===== src/design/gwd_params.svh =====
// Register offsets, field positions and reset values of the graphics datapath
`ifndef GWD_PARAMS_SVH
`define GWD_PARAMS_SVH

// ------------------------------------------------------------
// I/O ports
// ------------------------------------------------------------
`define GWD_INDEX_PORT     16'h03ce
`define GWD_DATA_PORT      16'h03cf

// ------------------------------------------------------------
// Register indices
// ------------------------------------------------------------
`define GWD_IDX_FILL_VAL   4'h0
`define GWD_IDX_FILL_EN    4'h1
`define GWD_IDX_CMP_COLOR  4'h2
`define GWD_IDX_ROT_OP     4'h3
`define GWD_IDX_RD_PLANE   4'h4
`define GWD_IDX_GFX_MODE   4'h5
`define GWD_IDX_MISC       4'h6
`define GWD_IDX_CMP_INCL   4'h7
`define GWD_IDX_BIT_MASK   4'h8

// ------------------------------------------------------------
// Implemented bits per register (others read zero)
// ------------------------------------------------------------
`define GWD_MASK_INDEX     8'h0f
`define GWD_MASK_PLANE4    8'h0f
`define GWD_MASK_ROT_OP    8'h1f
`define GWD_MASK_RD_PLANE  8'h03
`define GWD_MASK_GFX_MODE  8'h7b
`define GWD_MASK_FULL      8'hff

// ------------------------------------------------------------
// Field positions
// ------------------------------------------------------------
`define GWD_ROT_CNT_LSB    0
`define GWD_ROT_CNT_MSB    2
`define GWD_FUNC_LSB       3
`define GWD_FUNC_MSB       4
`define GWD_WMODE_LSB      0
`define GWD_WMODE_MSB      1
`define GWD_RMODE_BIT      3

// ------------------------------------------------------------
// Reset values
// ------------------------------------------------------------
`define GWD_RST_INDEX      8'h00
`define GWD_RST_REG        8'h00
`define GWD_RST_BIT_MASK   8'hff

`endif


===== src/design/gwd_pkg.sv =====
// Types shared by the graphics write/read datapath
`default_nettype none

package gwd_pkg;

  // Write modes of the graphics mode register
  typedef enum logic [1:0] {
    GWD_WM0 = 2'h0,
    GWD_WM1 = 2'h1,
    GWD_WM2 = 2'h2,
    GWD_WM3 = 2'h3
  } gwd_wmode_t;

  // Logical function against the read latch
  typedef enum logic [1:0] {
    GWD_OP_PASS = 2'h0,
    GWD_OP_AND  = 2'h1,
    GWD_OP_OR   = 2'h2,
    GWD_OP_XOR  = 2'h3
  } gwd_logic_op_t;

endpackage : gwd_pkg

`default_nettype wire


===== src/design/gwd_read_path.sv =====
// Read datapath: plane select or color compare
`timescale 1ns/1ps
`default_nettype none

module gwd_read_path (
  // Plane bytes at the read address
  input  wire logic [31:0] plane_rdata,
  // Control fields
  input  wire logic        read_mode,
  input  wire logic [1:0]  read_plane,
  input  wire logic [3:0]  compare_color,
  input  wire logic [3:0]  compare_include,
  // CPU result
  output logic      [7:0]  cpu_byte
);

  // ------------------------------------------------------------
  // Compare and select
  // ------------------------------------------------------------
  logic [7:0] cmp_result;
  logic [7:0] plane_byte;

  genvar b;
  generate
    for (b = 0; b < 8; b = b + 1)
    begin : g_bit
      logic [3:0] col;
      assign col = {plane_rdata[24+b], plane_rdata[16+b], plane_rdata[8+b], plane_rdata[b]};
      // Match in every included plane
      assign cmp_result[b] = &(~(col ^ compare_color) | ~compare_include);
    end
  endgenerate

  assign plane_byte = plane_rdata[read_plane*8 +: 8];
  assign cpu_byte   = read_mode ? cmp_result : plane_byte;

endmodule : gwd_read_path

`default_nettype wire


===== src/design/gwd_top.sv =====
// Graphics controller register bank and frame buffer datapath
`timescale 1ns/1ps
`default_nettype none
`include "gwd_params.svh"

module gwd_top (
  // Clock and reset
  input  wire logic        SYS_CLK,
  input  wire logic        RESET,
  // Host I/O port
  input  wire logic [15:0] IO_ADDR,
  input  wire logic        IO_WR,
  input  wire logic        IO_RD,
  input  wire logic [7:0]  IO_WDATA,
  output logic      [7:0]  IO_RDATA,
  output logic             IO_RVALID,
  // Host frame buffer access
  input  wire logic        CPU_MEM_WR,
  input  wire logic        CPU_MEM_RD,
  input  wire logic [7:0]  CPU_WDATA,
  output logic      [7:0]  CPU_RDATA,
  output logic             CPU_RVALID,
  // Sequencer plane write mask
  input  wire logic [3:0]  PLANE_WRITE_MASK,
  // Frame buffer planes
  input  wire logic [31:0] FB_RDATA,
  output logic      [31:0] FB_WDATA,
  output logic      [3:0]  FB_PLANE_WE,
  output logic             FB_WR
);

  // ------------------------------------------------------------
  // Register storage
  // ------------------------------------------------------------
  logic [7:0]  gfx_index;
  logic [7:0]  plane_fill_value;
  logic [7:0]  plane_fill_enable;
  logic [7:0]  compare_color;
  logic [7:0]  rotate_and_logic_op;
  logic [7:0]  read_plane_choice;
  logic [7:0]  graphics_mode_ctl;
  logic [7:0]  misc_ctl;
  logic [7:0]  compare_plane_include;
  logic [7:0]  write_bit_mask;
  logic [31:0] read_latch;

  // ------------------------------------------------------------
  // Port decode
  // ------------------------------------------------------------
  logic       hit_index;
  logic       hit_data;
  logic       wr_index;
  logic       wr_data;
  logic [3:0] sel;
  logic       sel_valid;

  // Index and data port strobes
  assign hit_index = (IO_ADDR == `GWD_INDEX_PORT);
  assign hit_data  = (IO_ADDR == `GWD_DATA_PORT);
  assign wr_index  = IO_WR & hit_index;
  assign wr_data   = IO_WR & hit_data;
  // Only the low nibble selects a register
  assign sel       = gfx_index[3:0];
  assign sel_valid = (sel <= `GWD_IDX_BIT_MASK);

  // Per-register write enables
  logic we_fill_val;
  logic we_fill_en;
  logic we_cmp_color;
  logic we_rot_op;
  logic we_rd_plane;
  logic we_mode;
  logic we_misc;
  logic we_cmp_incl;
  logic we_bit_mask;

  assign we_fill_val  = wr_data & (sel == `GWD_IDX_FILL_VAL);
  assign we_fill_en   = wr_data & (sel == `GWD_IDX_FILL_EN);
  assign we_cmp_color = wr_data & (sel == `GWD_IDX_CMP_COLOR);
  assign we_rot_op    = wr_data & (sel == `GWD_IDX_ROT_OP);
  assign we_rd_plane  = wr_data & (sel == `GWD_IDX_RD_PLANE);
  assign we_mode      = wr_data & (sel == `GWD_IDX_GFX_MODE);
  assign we_misc      = wr_data & (sel == `GWD_IDX_MISC);
  assign we_cmp_incl  = wr_data & (sel == `GWD_IDX_CMP_INCL);
  assign we_bit_mask  = wr_data & (sel == `GWD_IDX_BIT_MASK);

  // ------------------------------------------------------------
  // Next register values, reserved bits held at zero
  // ------------------------------------------------------------
  logic [7:0] next_gfx_index;
  logic [7:0] next_fill_value;
  logic [7:0] next_fill_enable;
  logic [7:0] next_compare_color;
  logic [7:0] next_rotate_op;
  logic [7:0] next_read_plane;
  logic [7:0] next_mode;
  logic [7:0] next_misc;
  logic [7:0] next_cmp_incl;
  logic [7:0] next_bit_mask;

  assign next_gfx_index     = wr_index ? (IO_WDATA & `GWD_MASK_INDEX) : gfx_index;
  assign next_fill_value    = we_fill_val ? (IO_WDATA & `GWD_MASK_PLANE4) : plane_fill_value;
  assign next_fill_enable   = we_fill_en ? (IO_WDATA & `GWD_MASK_PLANE4) : plane_fill_enable;
  assign next_compare_color = we_cmp_color ? (IO_WDATA & `GWD_MASK_PLANE4) : compare_color;
  assign next_rotate_op     = we_rot_op ? (IO_WDATA & `GWD_MASK_ROT_OP) : rotate_and_logic_op;
  assign next_read_plane    = we_rd_plane ? (IO_WDATA & `GWD_MASK_RD_PLANE) : read_plane_choice;
  assign next_mode          = we_mode ? (IO_WDATA & `GWD_MASK_GFX_MODE) : graphics_mode_ctl;
  assign next_misc          = we_misc ? (IO_WDATA & `GWD_MASK_FULL) : misc_ctl;
  assign next_cmp_incl      = we_cmp_incl ? (IO_WDATA & `GWD_MASK_PLANE4) : compare_plane_include;
  assign next_bit_mask      = we_bit_mask ? IO_WDATA : write_bit_mask;

  // Index register
  always_ff @(posedge SYS_CLK)
  begin
    if (RESET)
      gfx_index <= `GWD_RST_INDEX;
    else
      gfx_index <= next_gfx_index;
  end

  // Data registers
  always_ff @(posedge SYS_CLK)
  begin
    if (RESET)
    begin
      plane_fill_value      <= `GWD_RST_REG;
      plane_fill_enable     <= `GWD_RST_REG;
      compare_color         <= `GWD_RST_REG;
      rotate_and_logic_op   <= `GWD_RST_REG;
      read_plane_choice     <= `GWD_RST_REG;
      graphics_mode_ctl     <= `GWD_RST_REG;
      misc_ctl              <= `GWD_RST_REG;
      compare_plane_include <= `GWD_RST_REG;
      write_bit_mask        <= `GWD_RST_BIT_MASK;
    end
    else
    begin
      plane_fill_value      <= next_fill_value;
      plane_fill_enable     <= next_fill_enable;
      compare_color         <= next_compare_color;
      rotate_and_logic_op   <= next_rotate_op;
      read_plane_choice     <= next_read_plane;
      graphics_mode_ctl     <= next_mode;
      misc_ctl              <= next_misc;
      compare_plane_include <= next_cmp_incl;
      write_bit_mask        <= next_bit_mask;
    end
  end

  // ------------------------------------------------------------
  // Register read-back
  // ------------------------------------------------------------
  logic [7:0] data_port_val;
  logic [7:0] next_io_rdata;

  // Selected register, zero beyond index eight
  assign data_port_val =
    !sel_valid                        ? 8'h00 :
    (sel == `GWD_IDX_FILL_VAL)        ? plane_fill_value :
    (sel == `GWD_IDX_FILL_EN)         ? plane_fill_enable :
    (sel == `GWD_IDX_CMP_COLOR)       ? compare_color :
    (sel == `GWD_IDX_ROT_OP)          ? rotate_and_logic_op :
    (sel == `GWD_IDX_RD_PLANE)        ? read_plane_choice :
    (sel == `GWD_IDX_GFX_MODE)        ? graphics_mode_ctl :
    (sel == `GWD_IDX_MISC)            ? misc_ctl :
    (sel == `GWD_IDX_CMP_INCL)        ? compare_plane_include :
    write_bit_mask;

  // Port mux; unmapped address returns zero
  assign next_io_rdata = hit_index ? gfx_index :
                         hit_data  ? data_port_val : 8'h00;

  // Registered read answer
  always_ff @(posedge SYS_CLK)
  begin
    if (RESET)
    begin
      IO_RDATA  <= 8'h00;
      IO_RVALID <= 1'b0;
    end
    else
    begin
      IO_RDATA  <= IO_RD ? next_io_rdata : IO_RDATA;
      IO_RVALID <= IO_RD;
    end
  end

  // ------------------------------------------------------------
  // Control fields
  // ------------------------------------------------------------
  gwd_pkg::gwd_wmode_t    wmode;
  gwd_pkg::gwd_logic_op_t logic_op;
  logic [2:0]             rot_count;
  logic                   read_mode;

  assign wmode     = gwd_pkg::gwd_wmode_t'(graphics_mode_ctl[`GWD_WMODE_MSB:`GWD_WMODE_LSB]);
  assign logic_op  = gwd_pkg::gwd_logic_op_t'(rotate_and_logic_op[`GWD_FUNC_MSB:`GWD_FUNC_LSB]);
  assign rot_count = rotate_and_logic_op[`GWD_ROT_CNT_MSB:`GWD_ROT_CNT_LSB];
  assign read_mode = graphics_mode_ctl[`GWD_RMODE_BIT];

  // ------------------------------------------------------------
  // Write datapath
  // ------------------------------------------------------------
  logic [31:0] wr_result;

  gwd_write_path u_write_path (
    .cpu_data    (CPU_WDATA),
    .latch       (read_latch),
    .fill_value  (plane_fill_value[3:0]),
    .fill_enable (plane_fill_enable[3:0]),
    .rot_count   (rot_count),
    .logic_op    (logic_op),
    .wmode       (wmode),
    .bit_mask    (write_bit_mask),
    .plane_data  (wr_result)
  );

  // Frame buffer write, planes gated by write mask
  always_ff @(posedge SYS_CLK)
  begin
    if (RESET)
    begin
      FB_WR       <= 1'b0;
      FB_WDATA    <= 32'h0000_0000;
      FB_PLANE_WE <= 4'h0;
    end
    else
    begin
      FB_WR       <= CPU_MEM_WR;
      FB_WDATA    <= CPU_MEM_WR ? wr_result : FB_WDATA;
      FB_PLANE_WE <= CPU_MEM_WR ? PLANE_WRITE_MASK : 4'h0;
    end
  end

  // ------------------------------------------------------------
  // Read datapath and latch
  // ------------------------------------------------------------
  logic [7:0] rd_result;

  gwd_read_path u_read_path (
    .plane_rdata     (FB_RDATA),
    .read_mode       (read_mode),
    .read_plane      (read_plane_choice[1:0]),
    .compare_color   (compare_color[3:0]),
    .compare_include (compare_plane_include[3:0]),
    .cpu_byte        (rd_result)
  );

  // Latch all planes and answer the CPU
  always_ff @(posedge SYS_CLK)
  begin
    if (RESET)
    begin
      read_latch <= 32'h0000_0000;
      CPU_RDATA  <= 8'h00;
      CPU_RVALID <= 1'b0;
    end
    else
    begin
      read_latch <= CPU_MEM_RD ? FB_RDATA : read_latch;
      CPU_RDATA  <= CPU_MEM_RD ? rd_result : CPU_RDATA;
      CPU_RVALID <= CPU_MEM_RD;
    end
  end

endmodule : gwd_top

`default_nettype wire


===== src/design/gwd_write_path.sv =====
// Write datapath: rotate, set/reset, latch function, bit mask merge
`timescale 1ns/1ps
`default_nettype none

module gwd_write_path (
  // CPU data and latch
  input  wire logic [7:0]            cpu_data,
  input  wire logic [31:0]           latch,
  // Control fields
  input  wire logic [3:0]            fill_value,
  input  wire logic [3:0]            fill_enable,
  input  wire logic [2:0]            rot_count,
  input  wire gwd_pkg::gwd_logic_op_t logic_op,
  input  wire gwd_pkg::gwd_wmode_t   wmode,
  input  wire logic [7:0]            bit_mask,
  // Result per plane
  output logic      [31:0]           plane_data
);

  // ------------------------------------------------------------
  // Rotation stage
  // ------------------------------------------------------------
  logic [15:0] dbl_shift;
  logic [7:0]  rotated;
  logic [7:0]  eff_mask;

  // Rotate right by count
  assign dbl_shift = {cpu_data, cpu_data} >> rot_count;
  assign rotated   = dbl_shift[7:0];
  // Mode 3 ANDs rotated data with the bit mask to form the per-bit mask
  assign eff_mask  = (wmode == gwd_pkg::GWD_WM3) ? (rotated & bit_mask) : bit_mask;

  // Latch logical function
  function automatic logic [7:0] apply_op(input gwd_pkg::gwd_logic_op_t op,
                                          input logic [7:0] d,
                                          input logic [7:0] l);
    unique case (op)
      gwd_pkg::GWD_OP_PASS: apply_op = d;
      gwd_pkg::GWD_OP_AND:  apply_op = d & l;
      gwd_pkg::GWD_OP_OR:   apply_op = d | l;
      gwd_pkg::GWD_OP_XOR:  apply_op = d ^ l;
    endcase
  endfunction : apply_op

  // ------------------------------------------------------------
  // Per-plane stages, in fixed order
  // ------------------------------------------------------------
  genvar p;
  generate
    for (p = 0; p < 4; p = p + 1)
    begin : g_plane
      logic [7:0] lat;
      logic [7:0] src;
      logic [7:0] alu;
      logic [7:0] merged;
      assign lat = latch[p*8 +: 8];
      // Set/reset substitution after rotation
      assign src =
        (wmode == gwd_pkg::GWD_WM0) ?
          (fill_enable[p] ? {8{fill_value[p]}} : rotated) :
        (wmode == gwd_pkg::GWD_WM3) ? {8{fill_value[p]}} :
        {8{cpu_data[p]}};
      assign alu    = apply_op(logic_op, src, lat);
      // Bit mask merge with latch comes last
      assign merged = (alu & eff_mask) | (lat & ~eff_mask);
      // Mode 1 copies the latches unchanged
      assign plane_data[p*8 +: 8] = (wmode == gwd_pkg::GWD_WM1) ? lat : merged;
    end
  endgenerate

endmodule : gwd_write_path

`default_nettype wire


===== config.mk =====
export PLATFORM = sky130hd
export DESIGN_NAME = gwd_top
export DESIGN_NICKNAME = d
export VERILOG_FILES = /design/src/design/gwd_pkg.sv /design/src/design/gwd_read_path.sv /design/src/design/gwd_top.sv /design/src/design/gwd_write_path.sv
export VERILOG_INCLUDE_DIRS = /design/src /design/src/design
export SDC_FILE = /design/constraint.sdc
export NUM_CORES = 1
export LEC_CHECK = 0
export BUFFER_PORTS_ARGS = -buffer_cell sky130_fd_sc_hd__clkbuf_2
export CORE_MARGIN = 2
export CORE_UTILIZATION = 61
export DETAILED_ROUTE_END_ITERATION = 12
export PLACE_DENSITY = 0.86
export RECOVER_POWER = 50
export SLEW_MARGIN = 20
export SYNTH_ARGS = -nofsm -noshare
export SYNTH_HDL_FRONTEND = slang
export SYNTH_SLANG_ARGS = --single-unit

===== constraint.sdc =====
create_clock -name SYS_CLK -period 5 [get_ports SYS_CLK]
set_input_delay 0.25 -clock SYS_CLK [delete_from_list [all_inputs] [get_ports SYS_CLK]]
set_output_delay 0.25 -clock SYS_CLK [all_outputs]
set_load 0.02 [all_outputs]

* Yosys cells after proc, flatten, opt, wreduce, memory -nomap -nowiden
Cells that the tools add are included.
** Cells by class
- $lt $le $gt $ge :: 1
- Equality and inequality tests :: 15
- Shifts and indexed selects :: 2
- Muxes and demuxes :: 33
- Bitwise operators :: 63
- Reductions and logical operators :: 12
** Operators with widths (count)
- $mux 8 :: 29
- $pmux 8 s4 :: 4
- $and 8x8->8 :: 13
- $or 8x8->8 :: 8
- $not 4->4 :: 9
- $eq 16x10->1 const B :: 2
- $or 4x4->4 :: 8
- $reduce_and 4->1 :: 8
- $shiftx 32x6->8 :: 1
- $xor 4x4->4 :: 8
- $xor 8x8->8 :: 4
- $eq 4x3->1 const B :: 4
- $shr 16x3->8 :: 1
- $and 1x1->1 :: 11
- $eq 4x2->1 const B :: 2
- $not 8->8 :: 1
- $eq 2x2->1 const B :: 3
- $eq 2x1->1 const B :: 2
- $eq 4x1->1 const B :: 1
- $eq 4x4->1 const B :: 1
- $le 4x4->1 const B :: 1
- $logic_not 2->1 :: 2
- $logic_not 4->1 :: 1
- $reduce_or 2->1 :: 1
- $not 1->1 :: 1
** Word-level totals
- Register bits :: 136
- Bits of input ports :: 74
- Logic and storage cells :: 144

* Longest topological paths before layout
Gate-level depths: netlist (run 1).
- Depth in word-level cells :: 12
- Gate-level depth with buffers :: 14
- Mapped depth without buffers :: 13

* By module
From an unflattened synthesis (run 1), not the netlist that was laid out.
** Second synthesis, totals
- Cells, all modules :: 1139
- Area, all modules :: 10337.4 µm²
** By module, submodules not included
- gwd_top :: times used 1, cells an instance 566, area each 5575.3 µm², seq. area each 2722.6 µm²
- gwd_write_path :: times used 1, cells an instance 489, area each 4003.8 µm², seq. area each 0.0 µm²
- gwd_read_path :: times used 1, cells an instance 84, area each 758.2 µm², seq. area each 0.0 µm²

* Worst setup path after synthesis (run 1)
No wires, ideal clock.
- Path type :: register to register
- From :: register rotate_and_logic_op[1]
- To :: register FB_WDATA[30]
- Setup time :: 0.092 ns
- Arrival time :: 2.247 ns
- Path slack :: 2.661 ns
- Cell stages (with the launch flop) :: 12
- Path buffers :: 1
- Period minus slack after synthesis :: 2.339 ns
- Cell sequence :: dfxtp_1 -> buf_2 -> inv_1 -> mux2_2 -> mux2i_1 -> nor2_1 -> o21a_1 -> ha_1 -> mux2i_1 -> a22oi_1 -> o21ai_0 -> o32ai_1
** On the way
- Longest elaborated chain between the ends :: 8
- Elaborated cells between the ends (all ways) :: 14
- Classes of those cells :: shift (1); mux (5); bitwise (8)
** RTL lines
- start, declared :: line gwd_top.sv:39 : logic [7:0] rotate_and_logic_op;
- start signal, assigned :: line gwd_top.sv:129 : rotate_and_logic_op <= `GWD_RST_REG;
- start signal, assigned :: line gwd_top.sv:141 : rotate_and_logic_op <= next_rotate_op;
- $shr 16x3->8 * :: line gwd_write_path.sv:28 : assign dbl_shift = {cpu_data, cpu_data} >> rot_count;
- $mux 8 :: line gwd_write_path.sv:60 : (fill_enable[p] ? {8{fill_value[p]}} : rotated) :
- $mux 8 :: line gwd_write_path.sv:59 : (wmode == gwd_pkg::GWD_WM0) ?
- $xor 8x8->8 (tied with other cells) :: line gwd_write_path.sv:41 : gwd_pkg::GWD_OP_XOR: apply_op = d ^ l;
- $pmux 8 s4 :: line gwd_write_path.sv:37 : unique case (op)
- $and 8x8->8 :: line gwd_write_path.sv:65 : assign merged = (alu & eff_mask) | (lat & ~eff_mask);
- $or 8x8->8 * :: line gwd_write_path.sv:65
- $mux 8 * :: line gwd_write_path.sv:67 : assign plane_data[p*8 +: 8] = (wmode == gwd_pkg::GWD_WM1) ? lat : merged;
- end signal, assigned :: line gwd_top.sv:230 : FB_WDATA <= CPU_MEM_WR ? wr_result : FB_WDATA;
- end, declared :: line gwd_top.sv:27 : output logic [31:0] FB_WDATA,
Every way passes the cells marked *; elsewhere a longest branch is shown, timed or not.
A chain may end at the register's enable or synchronous reset.

* Worst setup path in the final report (run 1)
- From :: input RESET
- To :: register compare_color[0]
** RTL lines
- start, declared :: line gwd_top.sv:9 : input wire logic RESET,
- end signal, assigned :: line gwd_top.sv:128 : compare_color <= `GWD_RST_REG;
- end signal, assigned :: line gwd_top.sv:140 : compare_color <= next_compare_color;
- end, declared :: line gwd_top.sv:38 : logic [7:0] compare_color;
No word-level cell between the ends.

==> impl_summary.txt, run 1 <==
----------------------------------------------------
[Critical path]
  Source of the worst register-to-register timing path ... graphics_mode_ctl[0]
  Max Fanout on Critical Path ... 73
  Critical path endpoint ... compare_color[0]
  R2R setup slack ... 1990 ps
  R2r worst-path depth ... 5
  Slowest cell on the critical path ... sky130_fd_sc_hd__clkbuf_1
  Critical path type ... input pin to register
  Worst flop-to-flop path endpoint ... FB_WDATA[25]
  Worst setup path startpoint ... RESET
  Category of the worst setup path launch point ... input pin
  Required @ worst endpoint ... 5250 ps
  List of cells traversed by the critical path ... clkbuf_1 -> clkbuf_2 -> nor2_1
  Slowest Stage Delay on Critical Path ... 2020 ps
  Category of the worst setup path capture point ... register
  Arrival time of the worst setup path ... 3870 ps

[Placed design]
  Post-DP Area ... 10220 µm²
  Routability congestion estimate ... 1.025
  Setup slack at placement ... 2175 ps
  Detailed placer's ending HPWL ... 20.87 mm
  Quantity of I/O buffers inserted on ports ... 128
  Placed cell count ... 1417

[Layout]
  Layout Cells excl Fill ... 1449
  Layout-stage area growth over the synthesis result ... 11.94%
  Layout fillers ... 1196
  Net count of the finished layout ... 1363
  Final std cell area, no fill ... 10740 µm²
  Commonest non-fill, non-tap cells in the layout ... sky130_fd_sc_hd__dfxtp_1, sky130_fd_sc_hd__nor2_1, sky130_fd_sc_hd__mux2i_1
  Most common cell after layout, fill and taps aside ... sky130_fd_sc_hd__dfxtp_1
  Antenna Diode Count ... 0
  Fraction of layout instances using a drive strength above 1 ... 12.60%

[Timing]
  Final number of hold-violating endpoints ... 0
  Least setup slack across all paths after layout ... 1379 ps
  Shortest clock period the worst path allows after layout ... 3621 ps
  Slew at the pin with the worst max-slew slack ... 2918 ps
  Max Slew Vio Count ... 62
  Final setup viols ... 0
  Worst max-slew margin expressed relative to the limit ... -94.54%
  Sum of negative setup slack ... 0 ps
  Post-route clock period utilization ... 72.42%
  Worst-case clock skew ... 5.368 ps
  RSZ-0062 raised after global routing ... false
  Hold Worst Slack ... 18.84 ps
  Fmax ... 276.2 MHz

[Logic synthesis]
  Gate count of the mapped netlist ... 1153
  Post-synth cell types ... 58
  Mapped cell area ... 9592 µm²
  Sequential cell area fraction in the yosys report ... 28.39%
  Main area contributors after synthesis ... sky130_fd_sc_hd__dfxtp_1, sky130_fd_sc_hd__mux2i_1, sky130_fd_sc_hd__ha_1
  Fraction of registers with async set or reset after synthesis ... 0%
  Leading register cell type out of synthesis ... sky130_fd_sc_hd__dfxtp_1
  Number of warnings issued by yosys ... 0
  Syn_nets ... 1291
  Average instance area after synthesis ... 8.319 µm²
  Fraction of post-synthesis cell area in the top cell type by area ... 28.39%
  Count of flip-flops with a built-in enable after synthesis ... 0
  Largest area contributor in the synthesized netlist ... sky130_fd_sc_hd__dfxtp_1
  Post-synthesis register bit count ... 136

[Route]
  Wirelength, routed ... 30.34 mm
  Average routed wire per standard cell ... 20.94 µm
  Vias after detailed routing ... 9423
  Number of vias per cell after detailed routing ... 6.503
  Number of DRC violations after detailed routing ... 0
  Remaining number of nets flagged by the antenna check after routing ... 0
  Detailed-routing iteration count for the pre-antenna-repair pass ... 8
  1st-iter DRT viols ... 1293

[Run status]
  Violated checks ... max-capacitance violations, max-slew violations
  Status ... finished with violations

[Floorplanning]
  Height of the die ... 129.4 µm
  Die Wd ... 129.4 µm
  Floorplan Core Area ... 15260 µm²
  Row Count ... 45
  Io pins ... 129
  Die area ... 16740 µm²
  Initial Utilization ... 62.86%

[Power]
  Power density normalized to cell area ... 261.9 nW/µm²
  Leakage power summed over all cells ... 0.004488 µW
  Maximum vdd drop ... 0.2506 mV

[Clock tree]
  Number of hold buffers added after CTS ... 0
  Postcts setup bufs ... 0
  Clock root buffer ... sky130_fd_sc_hd__clkbuf_16
  Maximum buffer depth of the clock tree ... 2
  Worst skew pair latency ... 430 ps
  Clock buffers created by TritonCTS ... 17
  TritonCTS clock tree ... yes
  Clock slew at the register clock pins of the worst setup and hold paths ... 60 ps
  Number of sinks on the clock net ... 136
  Count of H-tree levels built during CTS ... 4
  Resized Gates After CTS ... 0

[Global routing]
  Largest net degree at the start of global routing ... 74
  Total GRT Usage ... 36.28%
  Global-route wire length before repair ... 46.62 mm
  Total congestion overflow after global routing ... 0
  Number of global-route vias before repair ... 8629
  Antenna violations before repair ... 0

[Worst hold path]
  Worst min path class ... input pin to register

[Job]
  Max-cap check violation count ... 1

----------------------------------------------------
==> flip-flops by register name, summed over array words and instances (netlist names), 2 cells and up <==
register	count
plane_fill_value	4
misc_ctl	8
IO_RDATA	8
FB_WDATA	32
read_plane_choice	2
read_latch	32
compare_color	4
rotate_and_logic_op	5
graphics_mode_ctl	6
CPU_RDATA	8
plane_fill_enable	4
FB_PLANE_WE	4
compare_plane_include	4
gfx_index	4
write_bit_mask	8
==> synth_stat cells, types with 2 or more instances <==
cell type	n
sky130_fd_sc_hd__a21oi_1	82
sky130_fd_sc_hd__a31oi_1	2
sky130_fd_sc_hd__nand2_1	49
sky130_fd_sc_hd__inv_1	78
sky130_fd_sc_hd__buf_6	2
sky130_fd_sc_hd__a31o_2	4
sky130_fd_sc_hd__o21ai_1	7
sky130_fd_sc_hd__a211oi_1	5
sky130_fd_sc_hd__nor4b_4	2
sky130_fd_sc_hd__buf_2	9
sky130_fd_sc_hd__clkbuf_1	61
sky130_fd_sc_hd__mux2_2	11
sky130_fd_sc_hd__o22ai_1	5
sky130_fd_sc_hd__o21a_1	32
sky130_fd_sc_hd__dfxtp_1	136
sky130_fd_sc_hd__a22oi_1	50
sky130_fd_sc_hd__nand3_1	28
sky130_fd_sc_hd__o2bb2ai_1	2
sky130_fd_sc_hd__nor2b_1	51
sky130_fd_sc_hd__mux2i_1	109
sky130_fd_sc_hd__a311oi_1	9
sky130_fd_sc_hd__nand4_1	4
sky130_fd_sc_hd__nand2b_1	19
sky130_fd_sc_hd__mux4_2	13
sky130_fd_sc_hd__ha_1	64
sky130_fd_sc_hd__o21ai_0	64
sky130_fd_sc_hd__a221oi_1	3
sky130_fd_sc_hd__and2_1	4
sky130_fd_sc_hd__o32ai_1	28
sky130_fd_sc_hd__nor2_1	132
sky130_fd_sc_hd__nor3_1	4
sky130_fd_sc_hd__a32oi_1	5
sky130_fd_sc_hd__a22oi_2	4
sky130_fd_sc_hd__xor2_1	32
sky130_fd_sc_hd__and3_1	4
sky130_fd_sc_hd__buf_1	10
sky130_fd_sc_hd__a211o_1	8
==> stage by stage <==
stage / util (%) / power (µW)
global route: 70.36 / 2892
finish: 70.36 / 2812
global placement: 66.99 / 1536
CTS: 70.86 / 2802
floorplan: - / 1410
detailed placement: 66.99 / 1550
==> where the power goes <==
| group | leakage (µW) | switching [µW] | internal, µW | total (µW) |
|---|---|---|---|---|
| clock | 0.000286 | 505 | 773 | 1280 |
| sequential | 0.00111 | 52.2 | 1130 | 1180 |
| combinational | 0.00309 | 218 | 136 | 354 |
| total | 0.00449 | 775 | 2040 | 2810 |
==> worst min path at each step <==
stage | start | end | slack (ps) | cells past startpoint
floorplan | IO_WDATA[4] | write_bit_mask[4] | 370 | 1
global placement | IO_RDATA[4] | IO_RDATA[4] | 450 | 2
detailed placement | IO_RDATA[6] | IO_RDATA[6] | 460 | 2
CTS | PLANE_WRITE_MASK[3] | FB_PLANE_WE[3] | 10 | 2
global route | PLANE_WRITE_MASK[3] | FB_PLANE_WE[3] | 30 | 2
finish | PLANE_WRITE_MASK[3] | FB_PLANE_WE[3] | 20 | 2
==> routing by layer <==
metal | GRT usage, % | wire length (µm) | part of all wire [%]
met4 | 16.75 | 1204 | 4.0
met3 | 9.207 | 3724 | 12
met5 | 0 | 0 | 0
met1 | 48.15 | 11890 | 39
met2 | 55.67 | 13520 | 45
==> layout make-up <==
class | count | area, µm² | share of cell area [%]
inverter | 78 | 292.8 | 2.727
sequential | 136 | 2724 | 25.37
multi-input combinational | 857 | 6245 | 58.16
clock inverter | 11 | 120.1 | 1.119
clock buffer | 21 | 470.5 | 4.382
timing repair buffer | 135 | 620.6 | 5.780
tap | 211 | 264.0 | 2.459
==> kinds of logic (layout without fill, tap and decap cells) <==
family / Yosys count / after routing / share of synthesized area [%]
muxes: 133 / 133 / 15.72
DFF: 136 / 136 / 28.39
buffers and inverters: 160 / 245 / 6.535
and+or+nand+nor: 313 / 313 / 16.46
adders and majority gates: 64 / 64 / 8.349
AOI/OAI and AO/OA: 315 / 315 / 21.63
xor gates and xnor gates: 32 / 32 / 2.922
==> critical path: cells and delay by family <==
| kind | cells | cell delay [ps] |
|---|---|---|
| buf+inv | 2 | 3390 |
| simple gates | 1 | 150 |
Note: power is estimated with default switching activity, not from simulation.
==> run 2: changes to the inputs <==
--- a/config.mk
+++ b/config.mk
@@ -6,11 +6,12 @@
 export SDC_FILE = /design/constraint.sdc
 export NUM_CORES = 1
 export LEC_CHECK = 0
+export ABC_AREA = 1
 export BUFFER_PORTS_ARGS = -buffer_cell sky130_fd_sc_hd__clkbuf_2
 export CORE_MARGIN = 2
-export CORE_UTILIZATION = 61
+export CORE_UTILIZATION = 53
 export DETAILED_ROUTE_END_ITERATION = 12
-export PLACE_DENSITY = 0.86
+export PLACE_DENSITY = 0.8
 export RECOVER_POWER = 50
 export SLEW_MARGIN = 20
 export SYNTH_ARGS = -nofsm -noshare
==> constraint.sdc (replaced) <==
create_clock -name SYS_CLK -period 3 [get_ports SYS_CLK]
set_input_delay 0.15 -clock SYS_CLK [delete_from_list [all_inputs] [get_ports SYS_CLK]]
set_output_delay 0.15 -clock SYS_CLK [all_outputs]
set_load 0.02 [all_outputs]
==> run 2 against run 1 <==
  * The flow still finishes with violations (max-capacitance violations, max-slew violations)
  * Die area rose by 10%
  * Critical path type is now register to register
  * Synthesized cell count rose by 25%
  * Wire length rose by 1.2%
  * Area after synthesis fell by 4.1%
  * Largest power group unchanged
  * Sequential share of layout area rose by 0.37 points
  * Final area fell by 1.5%
  * Register-to-register slack got worse by 1600 ps
  * Hold slack got worse by 2.0 ps
  * Via count rose by 10%
  * Global-route usage fell by 2.5 points
  * Sequential power rose by 64%
==> impl_summary.txt, run 2 <==
----------------------------------------------------
[Logic synthesis]
  Post-Synth Simple-Gate Area ... 28.24%
  Most frequent cells after synthesis ... sky130_fd_sc_hd__nand2_1, sky130_fd_sc_hd__a21oi_1, sky130_fd_sc_hd__o21ai_0
  Syn_nets ... 1584
  Fraction of post-synthesis cell area in the top cell type by area ... 29.60%
  Largest area contributor in the synthesized netlist ... sky130_fd_sc_hd__dfxtp_1
  Gate count of the mapped netlist ... 1446
  Post-synth cell types ... 38
  Count of flip-flops with a built-in enable after synthesis ... 0
  Sequential cell area fraction in the yosys report ... 29.60%
  Fraction of the mapped netlist area in compound gates ... 24.17%
  Multiplexer fraction of the synthesized cell area ... 0%
  Leading register cell type out of synthesis ... sky130_fd_sc_hd__dfxtp_1
  Most frequent cell after synthesis ... sky130_fd_sc_hd__nand2_1
  Main area contributors after synthesis ... sky130_fd_sc_hd__dfxtp_1, sky130_fd_sc_hd__nand2_1, sky130_fd_sc_hd__a21oi_1
  Fraction of registers with async set or reset after synthesis ... 0%
  Post-synthesis register bit count ... 136
  Synthesized-area fraction occupied by xor and xnor cells ... 0.09521%
  Dominant combinational cell family by area after synthesis ... simple AND/OR/NAND/NOR gates
  Average instance area after synthesis ... 6.362 µm²
  Mapped cell area ... 9199 µm²
  Number of warnings issued by yosys ... 0
  Synthesized-area fraction occupied by adder cells ... 8.705%

[Route]
  Detailed-routing iteration count for the pre-antenna-repair pass ... 5
  Number of DRC violations after detailed routing ... 0
  Remaining number of nets flagged by the antenna check after routing ... 0
  Wire length on met3 ... 3.160 mm
  Number of vias per cell after detailed routing ... 5.832
  Vias after detailed routing ... 10398
  Top routing layer used ... met5
  Wirelength, routed ... 30.71 mm
  1st-iter DRT viols ... 1072
  Met1 routed wirelength after detailed routing ... 13.02 mm
  Average routed wire per standard cell ... 17.22 µm
  Length of routed met2 wiring ... 13.55 mm

[Clock tree]
  Clock root buffer ... sky130_fd_sc_hd__clkbuf_16
  TritonCTS clock tree ... yes
  Clock buffers created by TritonCTS ... 17
  Worst skew pair latency ... 430 ps
  Number of sinks on the clock net ... 136
  Resized Gates After CTS ... 0
  Maximum buffer depth of the clock tree ... 2
  Clock slew at the register clock pins of the worst setup and hold paths ... 60 ps
  Count of H-tree levels built during CTS ... 4

[Placed design]
  Detailed placer's ending HPWL ... 21.56 mm
  Routability congestion estimate ... 0.9882
  Placed cell count ... 1745
  Setup slack at placement ... 472.7 ps
  Quantity of I/O buffers inserted on ports ... 128

[Floorplanning]
  Initial Utilization ... 53.74%
  Die area ... 18430 µm²
  Row Count ... 48
  Height of the die ... 135.7 µm
  Die Wd ... 135.7 µm
  Io pins ... 129
  Floorplan Core Area ... 17120 µm²

[Global routing]
  Number of global-route vias before repair ... 9497
  Total congestion overflow after global routing ... 0
  Largest net degree at the start of global routing ... 63
  Antenna violations before repair ... 1
  Global-route wire length before repair ... 48.75 mm
  Total GRT Usage ... 33.78%

[Timing]
  Final setup viols ... 0
  Worst max-slew margin expressed relative to the limit ... -29.85%
  Post-route clock period utilization ... 86.73%
  Fmax ... 384.4 MHz
  Shortest clock period the worst path allows after layout ... 2602 ps
  Sum of negative setup slack ... 0 ps
  Max Slew Vio Count ... 108
  Hold Worst Slack ... 16.82 ps
  Least setup slack across all paths after layout ... 398.2 ps
  Final number of hold-violating endpoints ... 0
  Worst-case clock skew ... 7.539 ps
  RSZ-0062 raised after global routing ... false
  Slew at the pin with the worst max-slew slack ... 1948 ps

[Power]
  Leakage power summed over all cells ... 0.004924 µW
  Net switching power of the design ... 1302 µW
  Switch share ... 28.10%
  Internal power of the cells ... 3330 µW
  Sequential group share of total power ... 41.8%
  Relative contribution of the clock network to total power ... 45.9%
  Power density normalized to cell area ... 437.8 nW/µm²
  Maximum vdd drop ... 0.4086 mV
  Combinational fraction of design power ... 12.3%

[Critical path]
  Worst flop-to-flop path endpoint ... FB_WDATA[12]
  Category of the worst setup path capture point ... register
  Required @ worst endpoint ... 3320 ps
  Max Fanout on Critical Path ... 10
  Arrival time of the worst setup path ... 2920 ps
  Critical path type ... register to register
  Worst setup path startpoint ... rotate_and_logic_op[0]
  R2R setup slack ... 400 ps
  R2r worst-path depth ... 17
  Source of the worst register-to-register timing path ... rotate_and_logic_op[0]
  Category of the worst setup path launch point ... register
  Critical path endpoint ... FB_WDATA[12]

[Layout]
  Net count of the finished layout ... 1684
  Antenna Diode Count ... 0
  Commonest non-fill, non-tap cells in the layout ... sky130_fd_sc_hd__nand2_1, sky130_fd_sc_hd__a21oi_1, sky130_fd_sc_hd__o21ai_0
  Biggest registers after layout ... FB_WDATA (32), read_latch (32)
  Layout-stage area growth over the synthesis result ... 15.00%
  Fraction of layout instances using a drive strength above 1 ... 10.91%
  Most common cell after layout, fill and taps aside ... sky130_fd_sc_hd__nand2_1
  Layout Cells excl Fill ... 1783

[Job]
  Max-cap check violation count ... 2

[Worst hold path]
  Worst min path class ... input pin to register

[Run status]
  Violated checks ... max-capacitance violations, max-slew violations
  Status ... finished with violations

----------------------------------------------------
==> run 2: worst min-delay path by stage <==
stage / slack (ps) / startpoint / cells past startpoint / endpoint
floorplan: 260 / PLANE_WRITE_MASK[0] / 2 / FB_PLANE_WE[0]
global placement: 350 / PLANE_WRITE_MASK[1] / 3 / FB_PLANE_WE[1]
detailed placement: 350 / PLANE_WRITE_MASK[1] / 3 / FB_PLANE_WE[1]
CTS: 10 / FB_RDATA[29] / 3 / read_latch[29]
global route: 30 / FB_RDATA[29] / 3 / read_latch[29]
finish: 20 / FB_RDATA[29] / 3 / read_latch[29]
==> run 2: cell families after synthesis <==
group	count (synthesis)
AO/OA/AOI/OAI	414
flip-flops	136
AND/OR/NAND/NOR	612
XOR/XNOR	1
buffers and inverters	219
adder cells (fa/ha/maj)	64
==> run 2: cell type report <==
type | instances | area (µm²)
Tap cell | 225 | 281.5
Inverter | 145 | 544.3
Sequential cell | 136 | 2723
Clock inverter | 10 | 121.4
Multi-Input combinational cell | 1091 | 5640
Timing Repair Buffer | 155 | 808.3
Clock buffer | 21 | 460.4
Fill cell | 1638 | 6538
==> run 2: power groups by stage <==
stage | combinational (µW) | sequential (µW) | clock (µW)
floorplan | 283 | 2010 | 0
global placement | 546 | 1970 | 0
detailed placement | 559 | 1970 | 0
CTS | 571 | 1930 | 2120
global route | 637 | 1940 | 2190
finish | 570 | 1940 | 2130
==> run 2: repair_timing <==
action                                  CTS  global route
hold endpoints to repair                  9             0
endpoints found under the setup margin    0             0
hold buffers                              7             0
setup buffers                             0             0
==> run 2: stage by stage <==
stage	cell area, µm²	utilization [%]	power (µW)
final	10580	61.81	4632
after global routing	10580	61.81	4770
after CTS	10660	62.26	4626
after detailed placement	10000	58.45	2531
after global placement	10000	58.45	2516
after floorplan	9199	-	2297
==> run 2: metal layers <==
layer	vias up	GRT usage [%]
met5	-	0
met4	2	13.43
met3	70	8.418
met2	537	52.02
met1	4775	45.38
li1	5014	-
==> run 2: worst max-delay path, stage by stage, from the launching register on <==
cell and delay [ps]:
sky130_fd_sc_hd__dfxtp_1 450, sky130_fd_sc_hd__inv_1 180, sky130_fd_sc_hd__o21ai_0 320, sky130_fd_sc_hd__nand2_1 120, sky130_fd_sc_hd__nand3_1 120, sky130_fd_sc_hd__nand2_2 160, sky130_fd_sc_hd__nand2_1 100, sky130_fd_sc_hd__nand2_1 50
sky130_fd_sc_hd__nand2_1 100, sky130_fd_sc_hd__nand2_1 80, sky130_fd_sc_hd__inv_1 80, sky130_fd_sc_hd__ha_1 220, sky130_fd_sc_hd__nand2_1 70, sky130_fd_sc_hd__o21ai_0 70, sky130_fd_sc_hd__a211oi_1 190, sky130_fd_sc_hd__nor2_1 70
sky130_fd_sc_hd__nand2_1 70, sky130_fd_sc_hd__a21oi_1 50
==> run 3: changes to the inputs <==
--- a/config.mk
+++ b/config.mk
@@ -9,9 +9,9 @@
 export ABC_AREA = 1
 export BUFFER_PORTS_ARGS = -buffer_cell sky130_fd_sc_hd__clkbuf_2
 export CORE_MARGIN = 2
-export CORE_UTILIZATION = 53
+export CORE_UTILIZATION = 50
 export DETAILED_ROUTE_END_ITERATION = 12
-export PLACE_DENSITY = 0.8
+export PLACE_DENSITY = 0.76
 export RECOVER_POWER = 50
 export SLEW_MARGIN = 20
 export SYNTH_ARGS = -nofsm -noshare
==> constraint.sdc (replaced) <==
create_clock -name SYS_CLK -period 2.2 [get_ports SYS_CLK]
set_input_delay 0.11 -clock SYS_CLK [delete_from_list [all_inputs] [get_ports SYS_CLK]]
set_output_delay 0.11 -clock SYS_CLK [all_outputs]
set_load 0.02 [all_outputs]
==> run 3 against run 2 <==
  * Register-to-register slack got worse by 560 ps
  * Critical path depth up 2
  * Core utilization is 5.0 points higher
  * Worst setup slack worse by 560 ps
  * The flow finishes with violations (max-capacitance violations, max-slew violations, negative setup slack)
  * Sequential power grew 36%
  * First-iteration DRC count increased by 4.8%
  * Maximum frequency increased by 10%
  * Clock power rose by 47%
  * Final area rose by 14%
  * Non-clock buffer count rose by 118
==> impl_summary.txt, run 3 (synthesized netlist as in run 2, its figures left out) <==
----------------------------------------------------
[Timing]
  Worst max-slew margin expressed relative to the limit ... -29.33%
  Sum of negative setup slack ... -2159 ps
  Slew at the pin with the worst max-slew slack ... 1940 ps
  Worst-case clock skew ... 7.256 ps
  Post-route clock period utilization ... 107.3%
  Final number of hold-violating endpoints ... 0
  Final setup viols ... 28
  Max Slew Vio Count ... 45
  Shortest clock period the worst path allows after layout ... 2361 ps
  RSZ-0062 raised after global routing ... true
  Fmax ... 423.6 MHz
  Least setup slack across all paths after layout ... -160.7 ps

[Power]
  Maximum vdd drop ... 0.5587 mV
  Power density normalized to cell area ... 561.3 nW/µm²
  Leakage power summed over all cells ... 0.005640 µW

[Clock tree]
  Worst skew pair latency ... 440 ps
  Maximum buffer depth of the clock tree ... 2
  Count of H-tree levels built during CTS ... 4
  Number of sinks on the clock net ... 136
  Clock slew at the register clock pins of the worst setup and hold paths ... 70 ps
  Clock root buffer ... sky130_fd_sc_hd__clkbuf_16
  TritonCTS clock tree ... yes
  Clock buffers created by TritonCTS ... 17

[Placed design]
  Quantity of I/O buffers inserted on ports ... 128
  Detailed placer's ending HPWL ... 23.28 mm
  Routability congestion estimate ... 0.9470
  Placed cell count ... 1828

[Floorplanning]
  Initial Utilization ... 51.03%
  Die Wd ... 139.6 µm
  Die area ... 19500 µm²
  Row Count ... 49
  Io pins ... 129
  Floorplan Core Area ... 18020 µm²
  Height of the die ... 139.6 µm

[Route]
  Wire length on met3 ... 3.221 mm
  Met1 routed wirelength after detailed routing ... 13.99 mm
  Top routing layer used ... met4
  Length of routed met2 wiring ... 15.92 mm
  Detailed-routing iteration count for the pre-antenna-repair pass ... 6
  Number of vias per cell after detailed routing ... 5.834
  Wirelength, routed ... 34.27 mm
  Number of DRC violations after detailed routing ... 0
  Average routed wire per standard cell ... 17.98 µm
  Remaining number of nets flagged by the antenna check after routing ... 0
  1st-iter DRT viols ... 1123
  Vias after detailed routing ... 11120

[Global routing]
  Number of global-route vias before repair ... 10397
  Global-route wire length before repair ... 53.41 mm
  Total GRT Usage ... 34.11%
  Antenna violations before repair ... 0
  Total congestion overflow after global routing ... 0
  Largest net degree at the start of global routing ... 45

[Critical path]
  Required @ worst endpoint ... 2520 ps
  Category of the worst setup path capture point ... register
  Critical path type ... register to register
  Category of the worst setup path launch point ... register
  Max Fanout on Critical Path ... 9
  R2R setup slack ... -160 ps
  Arrival time of the worst setup path ... 2680 ps

[Layout]
  Antenna Diode Count ... 0
  Layout Cells excl Fill ... 1906
  Biggest registers after layout ... FB_WDATA (32), read_latch (32)
  Net count of the finished layout ... 1802
  Fraction of layout instances using a drive strength above 1 ... 23.38%
  Most common cell after layout, fill and taps aside ... sky130_fd_sc_hd__nand2_1
  Area taken by flip-flops and latches ... 2731 µm²
  Layout fillers ... 1624
  Layout-stage area growth over the synthesis result ... 30.89%
  Commonest non-fill, non-tap cells in the layout ... sky130_fd_sc_hd__nand2_1, sky130_fd_sc_hd__a21oi_1, sky130_fd_sc_hd__o21ai_0
  Multi-input logic area ... 6092 µm²

[Job]
  Max-cap check violation count ... 1

[Run status]
  Status ... finished with violations
  Violated checks ... max-capacitance violations, max-slew violations, negative setup slack

[Worst hold path]
  Worst min path class ... input pin to register

----------------------------------------------------
## run 3: area by class of cell
class	count	share of cell area (%)
timing repair buffer	273	14.55
clock buffer	17	3.533
clock inverter	15	1.673
multi-input combinational	1091	50.60
inverter	145	4.583
tap	229	2.380
sequential	136	22.69
## run 3: critical path, stage by stage, from the launching register on
cell and delay [ps]:
sky130_fd_sc_hd__dfxtp_4 380, sky130_fd_sc_hd__buf_8 130, sky130_fd_sc_hd__inv_8 50, sky130_fd_sc_hd__nand2_1 50
sky130_fd_sc_hd__o21ai_1 70, sky130_fd_sc_hd__nand2_1 90, sky130_fd_sc_hd__nand3_1 90, sky130_fd_sc_hd__nand2_2 160
sky130_fd_sc_hd__nand2_1 80, sky130_fd_sc_hd__nand2_1 70, sky130_fd_sc_hd__nand2_1 90, sky130_fd_sc_hd__nand2_2 90
sky130_fd_sc_hd__inv_1 50, sky130_fd_sc_hd__ha_1 280, sky130_fd_sc_hd__nand2_1 80, sky130_fd_sc_hd__o21ai_1 80
sky130_fd_sc_hd__a211oi_2 220, sky130_fd_sc_hd__nor2_1 60, sky130_fd_sc_hd__nand2_1 80, sky130_fd_sc_hd__a21oi_2 50
## run 3: final timing paths
check	start	to	cells past startpoint
worst max register to register	rotate_and_logic_op[0]	FB_WDATA[27]	19
worst max-delay path	rotate_and_logic_op[0]	FB_WDATA[27]	19
worst min register to register	misc_ctl[7]	misc_ctl[7]	2
worst min-delay path	FB_RDATA[28]	read_latch[28]	3
## run 3: through the flow
step	hold slack, ps	worst slack (ps)	utilization (%)	area (µm²)	total power, µW
after global placement	310.0	-140.4	58.89	10620	3495
final	24.38	-160.7	66.80	12040	6758
after floorplan	222.2	116.9	-	9199	3133
after CTS	20.27	-50.53	64.98	11710	6668
after detailed placement	311.2	-246.6	58.89	10620	3523
after global routing	31.30	-284.7	66.80	12040	6983
## run 3: routing by layer
layer  up-vias  track usage [%]
li1       5247                -
met1      5172            45.16
met2       607            54.51
met5         -                0
met3        94            6.676
met4         0            14.47
## run 3: timing repair
item	in CTS	in global routing
hold buffers	13	0
setup buffers	21	12
gates resized for setup	54	90
setup endpoints to repair	32	32
endpoints found under the hold margin	18	0
pin swaps	37	45
## run 3: where the power goes
part,total (µW),switching [µW],internal (µW)
clock,3140,1240,1900
combinational,978,606,372
sequential,2640,76.2,2560
total,6760,1920,4840
